File: src/mlm_pkg.sv
// package: register map, codes and timing for the maintenance life monitor
package mlm_pkg;
   localparam logic [7:0]  OFF_LIFE_STATUS   = 8'h00;
   localparam logic [7:0]  OFF_CAP_LIFE      = 8'h04;
   localparam logic [7:0]  OFF_CAP_CTRL      = 8'h08;
   localparam logic [7:0]  OFF_ENERG_HOURS   = 8'h0C;
   localparam logic [7:0]  OFF_ALARM_THRESH  = 8'h10;
   localparam logic [7:0]  OFF_AVG_WINDOW    = 8'h14;
   localparam logic [7:0]  OFF_MASK_TIME     = 8'h18;
   localparam logic [7:0]  OFF_REF_CURRENT   = 8'h1C;
   localparam logic [7:0]  OFF_OUT_FUNC      = 8'h20;
   localparam logic [7:0]  OFF_STATUS        = 8'h24;

   localparam logic [3:0]  CAP_IDLE          = 4'h0;
   localparam logic [3:0]  CAP_ARMED         = 4'h1;
   localparam logic [3:0]  CAP_RUNNING       = 4'h2;
   localparam logic [3:0]  CAP_DONE          = 4'h3;
   localparam logic [3:0]  CAP_FORCED        = 4'h8;
   localparam logic [3:0]  CAP_ERROR         = 4'h9;

   localparam logic [15:0] CAP_ALARM_PCT     = 16'h0055;
   localparam logic [15:0] MAINT_MAX         = 16'h270E;
   localparam logic [15:0] THRESH_RESET      = 16'h270F;
   localparam logic [15:0] AVG_WINDOW_RESET  = 16'h000A;
   localparam logic [15:0] MASK_TIME_RESET   = 16'h0000;
   localparam logic [15:0] REF_CURRENT_RESET = 16'h0064;
   localparam logic [7:0]  FUNC_CUR_POS      = 8'h5D;
   localparam logic [7:0]  FUNC_CUR_NEG      = 8'hC1;
   localparam logic [7:0]  FUNC_MAINT_POS    = 8'h5F;
   localparam logic [7:0]  FUNC_MAINT_NEG    = 8'hC3;

   localparam int          CLK_HZ            = 10_000_000;
   localparam int          TICK_MS           = 100;
   localparam int          TICK_CYCLES       = CLK_HZ / 1000 * TICK_MS;
   localparam int          HOUR_S            = 3600;
   localparam int          HOUR_TICKS        = HOUR_S * 1000 / TICK_MS;
   localparam int          HOURS_PER_UNIT    = 100;
   localparam int          EXCITE_MS         = 1000;
   localparam logic [7:0]  EXCITE_TICKS      = 8'(EXCITE_MS / TICK_MS);
   // pulse times in 0.1 s ticks, maintenance timer limits in 100 h units
   localparam logic [7:0]  T_CYCLE           = 8'd200;
   localparam logic [7:0]  T_START           = 8'd10;
   localparam logic [7:0]  T_START_BAD       = 8'd35;
   localparam logic [7:0]  T_END_BAD         = 8'd165;
   localparam logic [7:0]  T_CUR_MIN         = 8'd5;
   localparam logic [7:0]  T_CUR_MAX         = 8'd90;
   localparam logic [7:0]  T_MNT_MIN         = 8'd20;
   localparam logic [7:0]  T_MNT_MAX         = 8'd90;
   localparam logic [15:0] MNT_LOW_UNITS     = 16'd160;
   localparam logic [15:0] MNT_HIGH_UNITS    = 16'd720;
   localparam logic [15:0] MNT_FULL_UNITS    = 16'd400;
   localparam logic [7:0]  PULSE_FULL        = 8'd50;
endpackage

File: src/mlm_monitor.sv
// module: maintenance life monitor with APB register slave
//
// The register addresses and the APB register port are this design's own decisions.
`timescale 1ns/10ps
`default_nettype none

// Functional notes
// RQ1 - capacitor at or below 85 percent sets bit1
// RQ2 - control codes 0,1,2,3,8,9; only 0,1 writable
// RQ3 - armed measurement starts at supply off
// RQ4 - excite motor for one second
// RQ5 - early power return may leave code 2
// RQ6 - start, shutoff, input, trip force end
// RQ7 - fan at half speed sets bit2, indication
// RQ8 - any single slow fan raises fault
// RQ9 - count whole powered hours, commit hourly
// RQ10 - timer in 100h units, saturates 9998
// RQ11 - timer read-only; writing zero clears it
// RQ12 - alarm at threshold; 9999 disables
// RQ13 - twenty second pulse cycle at constant speed
// RQ14 - mask time after reaching constant speed
// RQ15 - one second start pulse, current averaged
// RQ16 - current low time is ratio times 5s
// RQ17 - current low limited to 0.5 to 9s
// RQ18 - reference current 0 to 500 A
// RQ19 - maintenance high time from timer value
// RQ20 - maintenance high limited to 2 to 9s
// RQ21 - code 93/193 routes pulse, not output seven
// RQ22 - code 95/195 routes maintenance alarm
// RQ23 - life alarm when any status bit set
// RQ24 - speed loss in start pulse: 3.5s/16.5s
// RQ25 - rest of cycle driven low
// RQ26 - timing from 0.1 second prescaled tick
module mlm_monitor #(
   parameter int TICK_DIV = mlm_pkg::TICK_CYCLES,
   parameter int HOUR_DIV = mlm_pkg::HOUR_TICKS
) (
   input  wire logic        pclk,
   input  wire logic        presetn,
   input  wire logic        clk_en,
   input  wire logic        psel,
   input  wire logic        penable,
   input  wire logic        pwrite,
   input  wire logic [7:0]  paddr,
   input  wire logic [31:0] pwdata,
   output logic [31:0]      prdata,
   output logic             pready,
   output logic             pslverr,
   input  wire logic        supply_on,
   input  wire logic        start_cmd,
   input  wire logic        output_shutoff_input,
   input  wire logic        control_input_active,
   input  wire logic        trip,
   input  wire logic        cap_meas_valid,
   input  wire logic [15:0] cap_meas_percent,
   input  wire logic [3:0]  fan_slow,
   input  wire logic        ctrl_cap_alarm,
   input  wire logic        inrush_alarm,
   input  wire logic        const_speed,
   input  wire logic [15:0] output_current,
   output logic             motor_excite,
   output logic             nvm_commit,
   output logic             fan_fault_indication,
   output logic             life_alarm_out,
   output logic             maint_alarm_out,
   output logic             current_avg_pulse_out,
   output logic             y0_out,
   output logic             virtual_output_seven
);
   typedef enum logic [2:0] {MLM_IDLE, MLM_MASK, MLM_START, MLM_CUR, MLM_MNT, MLM_TAIL,
                             MLM_BAD_HI, MLM_BAD_LO} mlm_pulse_e;

   // two-flop synchronisers for pins
   logic [10:0] sync1_q, sync2_q;
   always_ff @(posedge pclk or negedge presetn)
      if (!presetn)
      begin
         sync1_q <= 11'h000;
         sync2_q <= 11'h000;
      end
      else if (clk_en)
      begin
         sync1_q <= {supply_on, start_cmd, output_shutoff_input, control_input_active, trip,
                     fan_slow, ctrl_cap_alarm, inrush_alarm};
         sync2_q <= sync1_q;
      end
   logic s_supply, s_start, s_shut, s_ctl, s_trip, s_fan, s_ccap, s_inrush;
   assign s_supply = sync2_q[10];
   assign s_start  = sync2_q[9];
   assign s_shut   = sync2_q[8];
   assign s_ctl    = sync2_q[7];
   assign s_trip   = sync2_q[6];
   assign s_fan    = |sync2_q[5:2]; // see RQ8
   assign s_ccap   = sync2_q[1];
   assign s_inrush = sync2_q[0];

   // 0.1 s tick
   logic [23:0] pre_q;
   logic        tick;
   assign tick = clk_en && (pre_q == 24'(TICK_DIV - 1));
   always_ff @(posedge pclk or negedge presetn)
      if (!presetn)
         pre_q <= 24'h000000;
      else if (clk_en)
         pre_q <= tick ? 24'h000000 : pre_q + 24'h000001; // see RQ26

   // apb decode
   logic wr, rd;
   assign wr      = psel && penable && pwrite && clk_en;
   assign rd      = psel && penable && !pwrite;
   assign pready  = 1'b1;
   function automatic logic hit(input logic [7:0] off);
      return paddr == off;
   endfunction
   logic mapped;
   assign mapped  = (paddr <= mlm_pkg::OFF_STATUS) && (paddr[1:0] == 2'b00);
   assign pslverr = psel && penable && !mapped;

   logic [15:0] thresh_q, window_q, mask_q, ref_q;
   logic [7:0]  func_y0_q, func_v7_q;
   always_ff @(posedge pclk or negedge presetn)
      if (!presetn)
      begin
         thresh_q  <= mlm_pkg::THRESH_RESET;
         window_q  <= mlm_pkg::AVG_WINDOW_RESET;
         mask_q    <= mlm_pkg::MASK_TIME_RESET;
         ref_q     <= mlm_pkg::REF_CURRENT_RESET;
         func_y0_q <= 8'h00;
         func_v7_q <= 8'h00;
      end
      else if (wr)
      begin
         if (hit(mlm_pkg::OFF_ALARM_THRESH) && pwdata[15:0] <= mlm_pkg::THRESH_RESET)
            thresh_q <= pwdata[15:0];
         if (hit(mlm_pkg::OFF_AVG_WINDOW) && pwdata[15:0] >= 16'h0001 && pwdata[15:0] <= 16'h000A)
            window_q <= pwdata[15:0];
         if (hit(mlm_pkg::OFF_MASK_TIME) && pwdata[15:0] <= 16'h00C8) // see RQ14
            mask_q <= pwdata[15:0];
         if (hit(mlm_pkg::OFF_REF_CURRENT) && pwdata[15:0] <= 16'h01F4) // see RQ18
            ref_q <= pwdata[15:0];
         if (hit(mlm_pkg::OFF_OUT_FUNC))
         begin
            func_y0_q <= pwdata[7:0];
            if (pwdata[15:8] != mlm_pkg::FUNC_CUR_POS && pwdata[15:8] != mlm_pkg::FUNC_CUR_NEG)
               func_v7_q <= pwdata[15:8]; // see RQ21
         end
      end

   // capacitor measurement
   logic [3:0]  cap_code_q;
   logic [15:0] cap_pct_q;
   logic [7:0]  exc_q;
   logic        cap_alarm_q;
   logic        abort;
   assign abort = s_start || s_shut || s_ctl || s_trip;
   always_ff @(posedge pclk or negedge presetn)
      if (!presetn)
      begin
         cap_code_q  <= mlm_pkg::CAP_IDLE;
         cap_pct_q   <= 16'h0064;
         exc_q       <= 8'h00;
         cap_alarm_q <= 1'b0;
      end
      else if (clk_en)
      begin
         if (wr && hit(mlm_pkg::OFF_CAP_CTRL) && pwdata[15:0] <= 16'h0001)
            cap_code_q <= pwdata[3:0]; // see RQ2, RQ5
         else case (cap_code_q)
            mlm_pkg::CAP_ARMED:
               if (!s_supply && !abort)
               begin
                  cap_code_q <= mlm_pkg::CAP_RUNNING; // see RQ3
                  exc_q      <= mlm_pkg::EXCITE_TICKS;
               end
            mlm_pkg::CAP_RUNNING:
               if (s_trip)
                  cap_code_q <= mlm_pkg::CAP_ERROR; // see RQ6
               else if (s_start || s_shut || s_ctl)
                  cap_code_q <= mlm_pkg::CAP_FORCED;
               else if (exc_q != 8'h00)
               begin
                  if (tick)
                     exc_q <= exc_q - 8'h01; // see RQ4
               end
               else if (cap_meas_valid && !s_supply)
               begin
                  cap_code_q  <= mlm_pkg::CAP_DONE;
                  cap_pct_q   <= cap_meas_percent;
                  cap_alarm_q <= cap_meas_percent <= mlm_pkg::CAP_ALARM_PCT; // see RQ1
               end
            default: ;
         endcase
         if (s_supply && cap_code_q == mlm_pkg::CAP_RUNNING)
            exc_q <= 8'h00; // see RQ5
      end
   assign motor_excite = (cap_code_q == mlm_pkg::CAP_RUNNING) && (exc_q != 8'h00) && !s_supply;

   logic [3:0] life_status;
   assign life_status          = {s_inrush, s_fan, cap_alarm_q, s_ccap}; // see RQ7
   assign fan_fault_indication = s_fan;
   assign life_alarm_out       = |life_status; // see RQ23, RQ1

   // energization hours
   logic [15:0] hr_tick_q;
   logic [6:0]  hr_q;
   logic [15:0] maint_q;
   logic        commit_q;
   always_ff @(posedge pclk or negedge presetn)
      if (!presetn)
      begin
         hr_tick_q <= 16'h0000;
         hr_q      <= 7'h00;
         maint_q   <= 16'h0000;
         commit_q  <= 1'b0;
      end
      else if (clk_en)
      begin
         commit_q <= 1'b0;
         if (!s_supply)
            hr_tick_q <= 16'h0000; // see RQ9
         else if (tick)
         begin
            if (hr_tick_q == 16'(HOUR_DIV - 1))
            begin
               hr_tick_q <= 16'h0000;
               commit_q  <= 1'b1;
               if (hr_q == 7'(mlm_pkg::HOURS_PER_UNIT - 1))
               begin
                  hr_q <= 7'h00;
                  if (maint_q < mlm_pkg::MAINT_MAX)
                     maint_q <= maint_q + 16'h0001; // see RQ10
               end
               else
                  hr_q <= hr_q + 7'h01;
            end
            else
               hr_tick_q <= hr_tick_q + 16'h0001;
         end
         if (wr && hit(mlm_pkg::OFF_ENERG_HOURS) && pwdata[15:0] == 16'h0000 && maint_q != 16'h0000)
         begin
            maint_q <= 16'h0000; // see RQ11
            hr_q    <= 7'h00;
         end
      end
   assign nvm_commit = commit_q;

   logic maint_alarm;
   assign maint_alarm     = (thresh_q != mlm_pkg::THRESH_RESET) && (maint_q >= thresh_q); // see RQ12
   assign maint_alarm_out = maint_alarm;

   // pulse time helpers
   function automatic logic [7:0] cur_ticks(input logic [15:0] avg, input logic [15:0] refc);
      logic [31:0] t;
      t = 32'h0;
      if (refc == 16'h0000 || 32'(avg) * 32'd10 > 32'(refc) * 32'd18)
         return mlm_pkg::T_CUR_MAX; // see RQ17
      if (32'(avg) * 32'd10 < 32'(refc))
         return mlm_pkg::T_CUR_MIN;
      t = 32'(avg) * 32'(mlm_pkg::PULSE_FULL) / 32'(refc); // see RQ16
      return (t < 32'(mlm_pkg::T_CUR_MIN)) ? mlm_pkg::T_CUR_MIN : t[7:0];
   endfunction
   function automatic logic [7:0] mnt_ticks(input logic [15:0] units);
      logic [31:0] t;
      t = 32'(units) * 32'(mlm_pkg::PULSE_FULL) / 32'(mlm_pkg::MNT_FULL_UNITS); // see RQ19
      if (units < mlm_pkg::MNT_LOW_UNITS)
         return mlm_pkg::T_MNT_MIN; // see RQ20
      if (units > mlm_pkg::MNT_HIGH_UNITS)
         return mlm_pkg::T_MNT_MAX;
      return t[7:0];
   endfunction

   // current average pulse sequencer
   mlm_pulse_e  st_q;
   logic [7:0]  tcnt_q, cyc_q;
   logic [19:0] acc_q;
   logic [15:0] avg_q;
   logic        pulse_q;
   logic [15:0] cur_s1_q, cur_s2_q, cur_s3_q, cur_ok_q;
   always_ff @(posedge pclk or negedge presetn)
      if (!presetn)
      begin
         cur_s1_q <= 16'h0000;
         cur_s2_q <= 16'h0000;
         cur_s3_q <= 16'h0000;
         cur_ok_q <= 16'h0000;
      end
      else if (clk_en)
      begin
         cur_s1_q <= output_current;
         cur_s2_q <= cur_s1_q;
         cur_s3_q <= cur_s2_q;
         // word taken only once two samples agree
         if (cur_s2_q == cur_s3_q)
            cur_ok_q <= cur_s2_q;
      end
   logic const_s1_q, const_s2_q;
   always_ff @(posedge pclk or negedge presetn)
      if (!presetn)
      begin
         const_s1_q <= 1'b0;
         const_s2_q <= 1'b0;
      end
      else if (clk_en)
      begin
         const_s1_q <= const_speed;
         const_s2_q <= const_s1_q;
      end

   always_ff @(posedge pclk or negedge presetn)
      if (!presetn)
      begin
         st_q    <= MLM_IDLE;
         tcnt_q  <= 8'h00;
         cyc_q   <= 8'h00;
         acc_q   <= 20'h00000;
         avg_q   <= 16'h0000;
         pulse_q <= 1'b0;
      end
      else if (clk_en && tick)
      begin
         cyc_q  <= cyc_q + 8'h01;
         tcnt_q <= tcnt_q + 8'h01;
         case (st_q)
            MLM_IDLE:
               if (const_s2_q)
               begin
                  st_q   <= MLM_MASK;
                  tcnt_q <= 8'h00;
               end
            MLM_MASK:
               if (!const_s2_q)
                  st_q <= MLM_IDLE;
               else if (16'(tcnt_q) >= mask_q) // see RQ14
               begin
                  st_q    <= MLM_START;
                  tcnt_q  <= 8'h00;
                  cyc_q   <= 8'h00;
                  acc_q   <= 20'h00000;
                  pulse_q <= 1'b1; // see RQ15
               end
            MLM_START:
               if (!const_s2_q)
                  st_q <= MLM_BAD_HI; // see RQ24
               else if (tcnt_q == mlm_pkg::T_START - 8'h01)
               begin
                  avg_q   <= 16'((acc_q + 20'(cur_ok_q)) / 20'(window_q));
                  st_q    <= MLM_CUR;
                  tcnt_q  <= 8'h00;
                  pulse_q <= 1'b0;
               end
               else if (16'(tcnt_q) >= 16'(mlm_pkg::T_START) - window_q)
                  acc_q <= acc_q + 20'(cur_ok_q); // see RQ15
            MLM_CUR:
               if (tcnt_q == cur_ticks(avg_q, ref_q) - 8'h01)
               begin
                  st_q    <= MLM_MNT;
                  tcnt_q  <= 8'h00;
                  pulse_q <= 1'b1;
               end
            MLM_MNT:
               if (tcnt_q == mnt_ticks(maint_q) - 8'h01)
               begin
                  st_q    <= MLM_TAIL;
                  pulse_q <= 1'b0; // see RQ25
               end
            MLM_TAIL:
               if (cyc_q == mlm_pkg::T_CYCLE - 8'h01)
               begin
                  cyc_q <= 8'h00;
                  tcnt_q <= 8'h00;
                  if (const_s2_q)
                  begin
                     st_q    <= MLM_START; // see RQ13
                     acc_q   <= 20'h00000;
                     pulse_q <= 1'b1;
                  end
                  else
                     st_q <= MLM_IDLE;
               end
            MLM_BAD_HI:
               if (cyc_q == mlm_pkg::T_START_BAD - 8'h01)
               begin
                  st_q    <= MLM_BAD_LO;
                  tcnt_q  <= 8'h00;
                  pulse_q <= 1'b0;
               end
            MLM_BAD_LO:
               if (tcnt_q == mlm_pkg::T_END_BAD - 8'h01)
                  st_q <= MLM_IDLE;
            default:
               st_q <= MLM_IDLE;
         endcase
      end
   assign current_avg_pulse_out = pulse_q;

   // output function routing
   function automatic logic route(input logic [7:0] f);
      case (f)
         mlm_pkg::FUNC_CUR_POS:   return pulse_q;
         mlm_pkg::FUNC_CUR_NEG:   return !pulse_q;
         mlm_pkg::FUNC_MAINT_POS: return maint_alarm;
         mlm_pkg::FUNC_MAINT_NEG: return !maint_alarm;
         default:                 return 1'b0;
      endcase
   endfunction
   assign y0_out               = route(func_y0_q); // see RQ21, RQ22
   assign virtual_output_seven = route(func_v7_q);

   // register read
   always_comb
   begin
      prdata = 32'h00000000;
      if (rd)
         case (paddr)
            mlm_pkg::OFF_LIFE_STATUS:  prdata = {28'h0, life_status};
            mlm_pkg::OFF_CAP_LIFE:     prdata = {16'h0, cap_pct_q};
            mlm_pkg::OFF_CAP_CTRL:     prdata = {28'h0, cap_code_q};
            mlm_pkg::OFF_ENERG_HOURS:  prdata = {16'h0, maint_q};
            mlm_pkg::OFF_ALARM_THRESH: prdata = {16'h0, thresh_q};
            mlm_pkg::OFF_AVG_WINDOW:   prdata = {16'h0, window_q};
            mlm_pkg::OFF_MASK_TIME:    prdata = {16'h0, mask_q};
            mlm_pkg::OFF_REF_CURRENT:  prdata = {16'h0, ref_q};
            mlm_pkg::OFF_OUT_FUNC:     prdata = {16'h0, func_v7_q, func_y0_q};
            mlm_pkg::OFF_STATUS:       prdata = {29'h0, maint_alarm, pulse_q, motor_excite};
            default:                   prdata = 32'h00000000;
         endcase
   end

   AST_CAP_ALARM: assert property (@(posedge pclk) disable iff (!presetn)
      cap_alarm_q |-> life_alarm_out)
      else $error("cap alarm without life alarm"); // see RQ1
   AST_CODE_LEGAL: assert property (@(posedge pclk) disable iff (!presetn)
      cap_code_q inside {4'h0, 4'h1, 4'h2, 4'h3, 4'h8, 4'h9})
      else $error("illegal measure code"); // see RQ2
   AST_MAINT_SAT: assert property (@(posedge pclk) disable iff (!presetn)
      maint_q <= mlm_pkg::MAINT_MAX)
      else $error("timer beyond clamp"); // see RQ10
   AST_MAINT_ALARM: assert property (@(posedge pclk) disable iff (!presetn)
      (thresh_q == mlm_pkg::THRESH_RESET) |-> !maint_alarm_out)
      else $error("alarm while disabled"); // see RQ12
   AST_FAN: assert property (@(posedge pclk) disable iff (!presetn)
      s_fan |-> (life_alarm_out && life_status[2]))
      else $error("fan fault not flagged"); // see RQ7
   AST_V7: assert property (@(posedge pclk) disable iff (!presetn)
      func_v7_q != mlm_pkg::FUNC_CUR_POS && func_v7_q != mlm_pkg::FUNC_CUR_NEG)
      else $error("pulse on virtual output seven"); // see RQ21
   AST_EXCITE: assert property (@(posedge pclk) disable iff (!presetn)
      motor_excite |-> cap_code_q == mlm_pkg::CAP_RUNNING)
      else $error("excite outside measurement"); // see RQ4
   AST_CLEAR: assert property (@(posedge pclk) disable iff (!presetn)
      (wr && hit(mlm_pkg::OFF_ENERG_HOURS) && pwdata[15:0] == 16'h0000) |=> maint_q == 16'h0000)
      else $error("timer not cleared"); // see RQ11
endmodule
`default_nettype wire

File: config.mk
export PLATFORM = sky130hd
export DESIGN_NAME = mlm_monitor
export DESIGN_NICKNAME = d
export VERILOG_FILES = /design/src/mlm_pkg.sv /design/src/mlm_monitor.sv
export SDC_FILE = /design/constraint.sdc
export NUM_CORES = 2
export LEC_CHECK = 0
export ABC_CLOCK_PERIOD_IN_PS = 129000
export BUFFER_PORTS_ARGS = -buffer_cell sky130_fd_sc_hd__buf_2
export CORE_ASPECT_RATIO = 2
export CORE_MARGIN = 2
export CORE_UTILIZATION = 35
export DETAILED_ROUTE_END_ITERATION = 12
export GPL_TIMING_DRIVEN = 0
export MAX_ROUTING_LAYER = met4
export PLACE_DENSITY_LB_ADDON = 0.25
export SLEW_MARGIN = 20
export SYNTH_ARGS = -nofsm -noshare
export SYNTH_HDL_FRONTEND = slang
export SYNTH_SLANG_ARGS = --single-unit
File: constraint.sdc
create_clock -name pclk -period 129 [get_ports pclk]
set_clock_uncertainty 0.05 [all_clocks]
set_input_delay 6.45 -clock pclk [delete_from_list [all_inputs] [get_ports pclk]]
set_output_delay 6.45 -clock pclk [all_outputs]
set_load 0.05 [all_outputs]
==> results.md <==
* Status: finished, final reports clean
* GRT Total Usage at about 24%
* Metal1 wirelength at 75.72 mm
* #FFs+latches synth at 317
* Worst Path Arrival at 119.91 ns
* Worst-path fanout max at 10
* Top Metal Used: met4
* Slew @ Worst Pin at 1.392 ns
* WP data required at 129.38 ns
* Post-synth top area share at 18.15%
* Critical path's slowest cell: or4b_1
* Critical Path Sink Type: register
* Fin. max-slew vios at 0
* Max_slew headroom at 6.347%
* Drc violations at 0
* Hold Buf Count CTS at 0
* RSZ-0062 raised after global routing: false
* Avg Inst Size Synth at 7.677 µm²
* Via density at roughly 6
* Die height at 587.1 µm
* ANT nets after route at 0
* Period utilization at 92.66%
* Vias in the first global route at 61,256
* DRT Wirelength at 208.3 mm
* Final nets at about 9,000
* Clock transition at path regs at 0.06 ns
* Hpwl dp at 173.5 mm
* Starting Density at 35.11%
* EDFF count, synth at 0
* Met2 wirelength from detailed routing at 107.9 mm
* Total congestion overflow at 0
* I/O Buffers at 96
* Register area share after synthesis at 13.37%
* Layout cells sized above 1 at about a tenth
* Core ar. at 0.1695 mm²
* Via count at roughly 61,000
* 1st-iter DRT viols at 3,291
* Clk sinks at between 300 and 400
* CP max stage delay at 0.68 ns
* Total die area at ~0.17 mm²
* Final min period at approximately 120 ns
* Clk buf depth at 3
* Io pins at between 100 and 150
* Max Fclk at 8.366 MHz
* Gate Count Post-Synth at 7,751
* Final core occ at 38.19%
* CTS root buf: clkbuf_16
* Area contributors post-synth: ha_1 (18%), dfrtp_1 (13%), o21a_1 (5.4%)
* Synth-to-Final Area Change at 8.784%
* CTS tree: done
* # rows at roughly 210
* Synth warn at 0
* H-tree levels at 2
* Die W at 295.6 µm
* CP Class: reg2reg
* Most frequent cells in the layout: ha_1 (863), nand2_1 (682), nor2_1 (669), nor3_1 (528), o21a_1 (431)
* Primary FF master, synth: dfrtp_1
* Final hold vios at 0
* Post-Syn Area at 0.05950 mm²
* First-pass GRT wire length at 326.9 mm
* Area leader, netlist: ha_1
* Synth async-reset ratio at 100.0%
* WHS at 0.4361 ns
* Wire length per cell after detailed routing at 20.35 µm
* Setup Viol. Count Final at 0
* Pre-Repair DR Iteration Count at 8
* Routability cong. at 0.9793
* Initial antenna violation count at 17
* CTS buffer count at 34
* Maximum Capacitance Violations at 0
* Largest net degree at the start of global routing at 101
* Most common cell after layout, fill and taps aside: ha_1
* Filler cells at about 18,000
* Synth unique cells at roughly 150
* Most used cell, CP: o21a_1
* Worst-skew pair later-pin latency at 0.56 ns
* DR WL met3 at between 8 and 9 mm
* Setup_tns at 0 ns
* Hold Path Class: reg2reg
* Startpoint Class: register
==> cell families (layout without fill, tap and decap cells) <==
group / Yosys count / in the layout / synth area share, %
adder cells (fa/ha/maj): 893 / 893 / 19.07
XOR/XNOR: 379 / 379 / 5.724
AND/OR/NAND/NOR: 2886 / 2886 / 24.02
flip-flops: 317 / 317 / 13.37
buffers and inverters: 591 / 774 / 4.067
multiplexers: 375 / 375 / 6.958
other: 2 / 34 / 0.01262
AO/OA/AOI/OAI: 2308 / 2308 / 26.78
==> synth_stat cells (63+ instances only) <==
library cell	number
nor2b_1	65
or2_2	85
a21oi_1	388
a21o_1	117
o31ai_1	218
xor2_1	115
and3_1	74
nor3_1	532
mux2_2	281
nand3_1	181
inv_1	353
a211oi_1	63
o21ai_0	404
o21a_1	431
nand4_1	98
o211ai_1	73
and2_1	84
a31oi_1	79
ha_1	863
nor2_1	670
or3_1	71
nand2_1	682
dfrtp_1	301
xnor2_1	254
nand2b_1	88
clkbuf_1	149
mux2i_1	86
==> layout make-up <==
cell class,instances,area (µm²),share of cell area (%)
Tap cell,2268,2838,4.384
Antenna cell,7,17.52,0.02706
Timing Repair Buffer,122,1012,1.564
Inverter,357,1340,2.070
Buffer,234,1085,1.676
Multi-Input combinational cell,6868,49330,76.22
Clock inverter,16,215.2,0.3325
Clock buffer,45,932.1,1.440
Sequential cell,317,7953,12.29
==> flip-flops by register name, indices dropped and copies added, names as in the netlist, 16 cells and up <==
name	cells
cur_s2_q	16
maint_q	16
thresh_q	16
hr_tick_q	16
cur_s3_q	16
cap_pct_q	16
cur_s1_q	16
mask_q	16
ref_q	16
cur_ok_q	16
pre_q	24
avg_q	16
acc_q	20
window_q	16
==> worst paths after layout <==
check	from	to	slack (ns)	depth (start not counted)
worst max-delay path	ref_q[14]	current_avg_pulse_out	9.46	507
worst min-delay path	pre_q[23]	pre_q[23]	0.44	1
worst max register to register	ref_q[14]	current_avg_pulse_out	9.46	507
worst min register to register	pre_q[23]	pre_q[23]	0.44	1
max in group asynchronous	presetn	ref_q[10]	122.23	2
min in group asynchronous	presetn	cap_pct_q[8]	5.78	1
==> per-layer routing <==
metal,vias up,track usage [%]
met5,-,-
met4,0,16.22
met3,665,2.576
met2,1573,44.38
met1,28852,23.44
li1,29453,-
==> through the flow <==
step / setup WS (ns) / cells / cell area (µm²)
after floorplan: 30.80 / 7776 / 59590
after global placement: 8.083 / 10140 / 62910
after detailed placement: 7.613 / 10163 / 63450
after CTS: 7.120 / 10224 / 64600
after global routing: 0.08833 / 10233 / 64720
final: 9.465 / 10234 / 64730
==> critical path: cells and delay by family (launching register included) <==
kind | cells | cell delay, ns
AOI/OAI and AO/OA | 320 | 69.50
xor gates and xnor gates | 1 | 0.25
adders and majority gates | 30 | 9.33
buffers and inverters | 45 | 15.44
DFF | 1 | 0.58
muxes | 9 | 2.65
and+or+nand+nor | 102 | 21.39
==> timing repair <==
| action | 4_1_cts | 5_1_grt |
|---|---|---|
| endpoints found under the setup margin | 0 | 12 |
| setup buffers | 0 | 3 |
| resized for setup | 0 | 16 |
Power is left out: the tool's default activity adds up to more than one toggle a clock period on the data nets, which glitch-free logic cannot reach.
